`src/verilog/gbsc_map.svh`:
```
/*
 * constants of the guarded byte store, clip and compare datapath:
 * widths and reset values. assumes nothing; definitions only.
 */
`ifndef GBSC_MAP_SVH
`define GBSC_MAP_SVH

`define GBSC_DATA_WIDTH 32
`define GBSC_BYTE_WIDTH 8
`define GBSC_DISP_WIDTH 7
`define GBSC_SEL_WIDTH 2
`define GBSC_GUARD_BIT 0
`define GBSC_ADDR_RESET 32'h0000_0000
`define GBSC_DATA_RESET 32'h0000_0000
`define GBSC_BYTE_RESET 8'h00
`define GBSC_TRUE_WORD 32'h0000_0001
`define GBSC_FALSE_WORD 32'h0000_0000

`endif

```
`src/verilog/gbsc_pkg.sv`:
```
/*
 * types of the guarded byte store, clip and compare datapath.
 * assumes the issue logic presents one operation code per cycle.
 */
package gbsc_pkg;

    // operations this datapath executes
    typedef enum logic [2:0] {
        GBSC_OP_STORE_BYTE,
        GBSC_OP_BYTE_SELECT,
        GBSC_OP_CLIP_SIGNED,
        GBSC_OP_CLIP_UNSIGNED,
        GBSC_OP_COMPARE_EQUAL
    } gbsc_op_type;

endpackage : gbsc_pkg

```
`src/verilog/gbsc_datapath.sv`:
```
/*
 * execution datapath for guarded operations: a byte store with signed
 * displacement toward the data memory unit, unsigned byte selection,
 * signed-to-unsigned clip, unsigned-to-unsigned clip and unsigned
 * equality compare. every operation is qualified by guard bit 0.
 * assumes operands come from logic on core_clk (no synchronisers) and
 * that the memory unit takes one byte store per cycle without stalling.
 */
`timescale 1ns/10ps
`include "gbsc_map.svh"

// Summary of operation
// RQ1 - store writes low byte of second source
// RQ2 - displacement is 7-bit, -64 through 63
// RQ3 - byte placement ignores the byte order bit
// RQ4 - aperture byte stores left undefined
// RQ5 - guard low stores nothing, no side effects
// RQ6 - byte select picks byte, zero-extends
// RQ7 - selector above 3 gives unspecified result
// RQ8 - signed clip into 0 through second source
// RQ9 - unsigned clip returns smaller unsigned operand
// RQ10 - equality compare writes one or zero
// RQ11 - destination written only when guard set
// RQ12 - displacement sign-extended, address wraps modulo 2^32
module gbsc_datapath #(
    parameter int DATA_WIDTH = `GBSC_DATA_WIDTH,
    parameter int DISP_WIDTH = `GBSC_DISP_WIDTH
) (
    input wire logic core_clk,
    input wire logic rst_n,
    input wire logic issue_valid,
    input wire gbsc_pkg::gbsc_op_type issue_op,
    input wire logic [DATA_WIDTH-1:0] guard_register,
    input wire logic [DATA_WIDTH-1:0] first_source,
    input wire logic [DATA_WIDTH-1:0] second_source,
    input wire logic [DISP_WIDTH-1:0] store_displacement,
    output logic mem_store_valid,
    output logic [DATA_WIDTH-1:0] mem_store_addr,
    output logic [`GBSC_BYTE_WIDTH-1:0] mem_store_data,
    output logic dest_write,
    output logic [DATA_WIDTH-1:0] dest_data
);

    // sign-extend the displacement to the datapath width
    function automatic logic [DATA_WIDTH-1:0] sext_disp(
        input logic [DISP_WIDTH-1:0] disp
    );
        sext_disp = {{(DATA_WIDTH-DISP_WIDTH){disp[DISP_WIDTH-1]}}, disp};
    endfunction : sext_disp

    // byte select: only the low selector bits steer the mux
    function automatic logic [DATA_WIDTH-1:0] select_byte(
        input logic [DATA_WIDTH-1:0] src,
        input logic [DATA_WIDTH-1:0] sel
    );
        logic [`GBSC_SEL_WIDTH-1:0] idx;
        idx = sel[`GBSC_SEL_WIDTH-1:0];
        select_byte = {{(DATA_WIDTH-`GBSC_BYTE_WIDTH){1'b0}},
                       src[idx*`GBSC_BYTE_WIDTH +: `GBSC_BYTE_WIDTH]};
    endfunction : select_byte

    // min(max(a, 0), b) with a signed and b unsigned
    function automatic logic [DATA_WIDTH-1:0] clip_signed(
        input logic [DATA_WIDTH-1:0] a,
        input logic [DATA_WIDTH-1:0] b
    );
        if (a[DATA_WIDTH-1]) begin
            clip_signed = '0;
        end else if (a > b) begin
            clip_signed = b;
        end else begin
            clip_signed = a;
        end
    endfunction : clip_signed

    // unsigned clip: the smaller of the two unsigned values
    function automatic logic [DATA_WIDTH-1:0] clip_unsigned(
        input logic [DATA_WIDTH-1:0] a,
        input logic [DATA_WIDTH-1:0] b
    );
        clip_unsigned = (a > b) ? b : a;
    endfunction : clip_unsigned

    logic guard_true;
    logic store_fire;
    logic alu_fire;
    logic [DATA_WIDTH-1:0] store_addr_next;
    logic [DATA_WIDTH-1:0] alu_result_next;

    // guard and issue qualification
    assign guard_true = guard_register[`GBSC_GUARD_BIT];
    assign store_fire = issue_valid && guard_true &&
                        (issue_op == gbsc_pkg::GBSC_OP_STORE_BYTE); // RQ5
    assign alu_fire = issue_valid && guard_true &&
                      (issue_op != gbsc_pkg::GBSC_OP_STORE_BYTE); // RQ11

    // address wraps naturally in the fixed-width adder; every 7-bit code
    // is a legal displacement so no range error exists
    assign store_addr_next = first_source +
                             sext_disp(store_displacement); // RQ12 RQ2

    // result of the register-to-register operations
    always_comb begin
        case (issue_op)
            gbsc_pkg::GBSC_OP_BYTE_SELECT: begin
                // RQ6 RQ7
                alu_result_next = select_byte(first_source, second_source);
            end
            gbsc_pkg::GBSC_OP_CLIP_SIGNED: begin
                // RQ8
                alu_result_next = clip_signed(first_source, second_source);
            end
            gbsc_pkg::GBSC_OP_CLIP_UNSIGNED: begin
                // RQ9
                alu_result_next = clip_unsigned(first_source, second_source);
            end
            gbsc_pkg::GBSC_OP_COMPARE_EQUAL: begin
                alu_result_next = (first_source == second_source) ?
                    `GBSC_TRUE_WORD : `GBSC_FALSE_WORD; // RQ10
            end
            default: begin
                alu_result_next = dest_data;
            end
        endcase
    end

    // store strobe: a false guard raises nothing, so the cache sees no
    // access and its replacement state stays untouched
    always_ff @(posedge core_clk or negedge rst_n) begin
        if (!rst_n) begin
            mem_store_valid <= 1'b0;
        end else begin
            mem_store_valid <= store_fire; // RQ5
        end
    end

    // store address and byte, loaded only by a taken store; a single byte
    // has no byte order, and aperture targets get no special handling
    always_ff @(posedge core_clk or negedge rst_n) begin
        if (!rst_n) begin
            mem_store_addr <= `GBSC_ADDR_RESET;
            mem_store_data <= `GBSC_BYTE_RESET;
        end else if (store_fire) begin
            mem_store_addr <= store_addr_next; // RQ12 RQ4
            mem_store_data <= second_source[`GBSC_BYTE_WIDTH-1:0]; // RQ1 RQ3
        end
    end

    // destination write strobe
    always_ff @(posedge core_clk or negedge rst_n) begin
        if (!rst_n) begin
            dest_write <= 1'b0;
        end else begin
            dest_write <= alu_fire; // RQ11
        end
    end

    // destination value holds its old contents under a false guard
    always_ff @(posedge core_clk or negedge rst_n) begin
        if (!rst_n) begin
            dest_data <= `GBSC_DATA_RESET;
        end else if (alu_fire) begin
            dest_data <= alu_result_next; // RQ11
        end
    end
endmodule : gbsc_datapath

```
`config.mk`:
```
export PLATFORM = sky130hd
export DESIGN_NAME = gbsc_datapath
export DESIGN_NICKNAME = d
export VERILOG_FILES = /design/src/verilog/gbsc_pkg.sv /design/src/verilog/gbsc_datapath.sv
export VERILOG_INCLUDE_DIRS = /design/src /design/src/verilog
export SDC_FILE = /design/constraint.sdc
export NUM_CORES = 1
export LEC_CHECK = 0
export ABC_CLOCK_PERIOD_IN_PS = 2890
export BUFFER_PORTS_ARGS = -buffer_cell sky130_fd_sc_hd__clkbuf_2
export CAP_MARGIN = 25
export CORE_MARGIN = 2
export CORE_UTILIZATION = 43
export CTS_CLUSTER_SIZE = 14
export DETAILED_ROUTE_END_ITERATION = 12
export PLACE_DENSITY = 0.69
export SLEW_MARGIN = 20
export SYNTH_ARGS = -nofsm -noshare
export SYNTH_HDL_FRONTEND = slang
export SYNTH_SLANG_ARGS = --single-unit
```
`constraint.sdc`:
```
create_clock -name core_clk -period 2.89 [get_ports core_clk]
set_clock_uncertainty 0.05 [all_clocks]
set_input_delay 0.578 -clock core_clk [delete_from_list [all_inputs] [get_ports core_clk]]
set_output_delay 0.578 -clock core_clk [all_outputs]
set_load 0.01 [all_outputs]
```
==> results.txt <==
----------------------------------------------------
[Outcome]
  Status ... finished, final reports clean

[CTS]
  CTS H-tree lvls ... 3
  CTS Hold Bufs ... 0
  CTS sink count ... 74
  CTS tree ... built
  Clk Latency, worst-skew pair ... 0.33 ns
  Clock-pin slew reported for the worst setup and hold paths after clock tree synthesis ... 0.06 ns
  Maximum number of buffers from clock root to sink ... 2
  Master cell of the clock root buffer ... clkbuf_16
  Number of buffers inserted during clock tree synthesis ... 9
  Post-CTS Repair Setup Buffers ... 0

[Timing]
  Final setup violation count ... 0
  Peak Freq ... 360 MHz
  Slew Viols, Final ... 0
  Post-route fraction of the period consumed by the critical path ... 96.1%
  Endpoints failing hold ... 0
  Minimum clock period ... 2.78 ns
  Final WS setup ... 0.111 ns
  Slew Limit Headroom ... 55.4%
  Transition time at the pin with the least slew margin ... 0.669 ns

[Final layout]
  Final nets ... 1097
  Synth-to-layout area growth ... 32.6%
  Antenna diode count ... 0
  Fraction of final layout cells with drive strength greater than 1 ... 31.9%

[Job]
  Number of max-cap violations ... 0

[Placement]
  HPWL after detailed placement ... 14900 um
  Count of buffers from port buffering ... 151
  Setup Slack @ Placement ... -0.212 ns
  RePlAce Congestion ... 0.914

[Floorplanning]
  Initial standard-cell utilization of the core ... 43.5%
  Cell Rows ... 43
  Die span in x ... 122 um
  Height of the die ... 122 um
  Core box area ... 13700 um2
  Die area ... 14800 um2
  Top Ports ... 183

[Pwr]
  Gate power share ... 36.2%
  Total chip power ... 3800 uW
  Internal cell power ... 2490 uW
  Switching part of the total power ... 34.3%
  Power density over the cells ... 480 nW/um2
  Peak VDD IR ... 289 uV
  Power spent charging and discharging nets ... 1300 uW
  Leakage Power ... 0.00416 uW
  Clock network power share ... 28.1%
  Sequential group share of total power ... 35.7%

[Critical path]
  Worst setup SP type ... input port
  Worst Path Required ... 3.04 ns
  Maximum fanout count along the critical path ... 10
  Data arrival, critical path ... 2.92 ns
  Critical path class ... input port to register
  Setup crit end kind ... register

[Hold path]
  Hold/Removal Path Class ... input port to async pin

[Synth]
  Post-synthesis cell type count ... 54
  YS warnings ... 0
  Most instantiated library cell after synthesis ... nand2_1
  Most common flop cell mapped by yosys ... dfrtp_1
  Post-Syn Area ... 5970 um2
  Cell type contributing the most total cell area after synthesis ... dfrtp_1
  Number of enable flip-flop cells after synthesis ... 0
  Synthesis-stage register bit count ... 74
  Post-synth top area share ... 31.0%
  FFs w/ async S/R, synth ... 100%
  List of most frequent post-synthesis cells ... nand2_1, dfrtp_1, ha_1
  Sequential area share after synthesis ... 31.0%
  Synth area leaders ... dfrtp_1, ha_1, o21ai_0
  Net count of the mapped netlist ... 867
  Instance count of the mapped netlist ... 694
  Synthesized area per cell ... 8.60 um2

[Global route]
  GRT overflow ... 0
  Pin count of the biggest net entering global routing ... 76
  First-pass GRT wire length ... 30400 um
  Number of antenna violations at the first check in global routing ... 1
  Number of global-route vias before repair ... 5954
  Total GRT Usage ... 26.1%

[Drt]
  Met1 Wirelength ... 8710 um
  DRC violation count after routing ... 0
  Routed len/inst ... 17.2 um
  Routed length on met2 ... 8710 um
  Antenna viol nets, final ... 0
  Pre-antenna DRT Iters ... 5
  Iteration-0 DRC count of the detailed router ... 475
  Uppermost metal layer occupied by signal nets ... met4
  Post-detailed-routing wire length ... 19000 um
  Vias ... 6224
  Detail Route met3 WL ... 1160 um
  Via/cell ratio ... 5.62

----------------------------------------------------
layer usage:
metal  vias to the layer above  GRT usage, %
met5                         -             0
met4                         0          8.05
met3                        37          5.06
met2                       207          40.9
met1                      2952          36.4
li1                       3028             -
per-stage QoR:
stage               cells  instance area [um2]  setup TNS [ns]  utilization, %  hold WS, ns
global placement     1093                 7620           -5.93            55.5        0.402
detailed placement   1093                 7620           -6.72            55.5        0.413
global route         1108                 7910          -0.157            57.7        0.202
CTS                  1108                 7890               0            57.5        0.182
finish               1108                 7910               0            57.7        0.165
floorplan             694                 6000               0               -        0.232
final timing paths:
check                                                    start                             end  slack, ns  cells after the start
worst max-delay path                     store_displacement[6]  mem_store_addr[27]$_DFFE_PN0P_       0.11                     13
worst min-delay path                                     rst_n  mem_store_addr[31]$_DFFE_PN0P_       0.17                      1
worst max register to register        dest_data[0]$_DFFE_PN0P_        dest_data[0]$_DFFE_PN0P_       1.72                      4
worst min register to register  mem_store_addr[16]$_DFFE_PN0P_  mem_store_addr[16]$_DFFE_PN0P_       0.42                      2
max in group asynchronous                                rst_n       dest_data[31]$_DFFE_PN0P_       1.96                      2
min in group core_clk           mem_store_addr[16]$_DFFE_PN0P_  mem_store_addr[16]$_DFFE_PN0P_       0.42                      2
registers in the layout, indices dropped and copies added, names as in the netlist:
| register | count |
|---|---|
| dest_data | 32 |
| mem_store_addr | 32 |
| mem_store_data | 8 |
| dest_write | 1 |
| mem_store_valid | 1 |
cell type report:
| type | instances | area (um2) |
|---|---|---|
| multi-input combinational | 534 | 3800 |
| fill | 1286 | 5810 |
| inverter | 48 | 183 |
| timing repair buffer | 257 | 1580 |
| tap | 180 | 225 |
| clock inverter | 2 | 12.5 |
| clock buffer | 13 | 260 |
| sequential | 74 | 1850 |
timing repair:
action	4_1_cts	5_1_grt
setup endpoints to repair	0	5
resized for setup	0	5
hold endpoints to repair	0	0
critical path, stage by stage:
cell      delay (ns)
clkbuf_2        0.21
buf_12          0.19
ha_1            0.31
and2_1          0.16
nand3_1         0.08
a211oi_1        0.30
buf_4           0.18
o21ai_2         0.08
a31o_2          0.22
buf_4           0.15
o41ai_2         0.22
xnor2_1         0.17
o21ai_1         0.08
kinds of logic after synthesis:
logic type | Yosys count | share of synthesized area, %
AND/OR/NAND/NOR | 235 | 19.5
AO/OA/AOI/OAI | 201 | 23.1
buffers and inverters | 86 | 5.91
flip-flops | 74 | 31.0
adder cells (fa/ha/maj) | 64 | 13.5
XOR/XNOR | 24 | 3.52
multiplexers | 10 | 3.38
cell usage in the layout (no fill, tap or decap), types with 5 or more instances in the layout:
cell / n
mux4_2: 8
clkbuf_16: 9
inv_1: 46
nor2_1: 18
o21bai_1: 5
ha_1: 62
and3_1: 28
o21a_1: 6
dfrtp_1: 74
nand3_1: 31
a221o_1: 24
a21oi_1: 40
a32o_1: 7
a311o_1: 7
nand2_1: 75
a21o_1: 19
nand4_1: 12
xor2_1: 12
or3_1: 6
o21ai_0: 56
nor3_1: 39
clkbuf_2: 150
o211ai_1: 7
xnor2_1: 12
buf_4: 105
nand2b_1: 7
power groups by stage:
| stage | Combinational, uW | Sequential [uW] | Clock (uW) |
|---|---|---|---|
| 6_report | 1370 | 1360 | 1070 |
| 3_5_place_dp | 1370 | 1370 | 0 |
| 3_3_place_gp | 1350 | 1370 | 0 |
| 5_1_grt | 1540 | 1380 | 1120 |
| 2_1_floorplan | 651 | 1450 | 0 |
| 4_1_cts | 1370 | 1360 | 1080 |
Note: power is estimated with default switching activity, not from simulation.
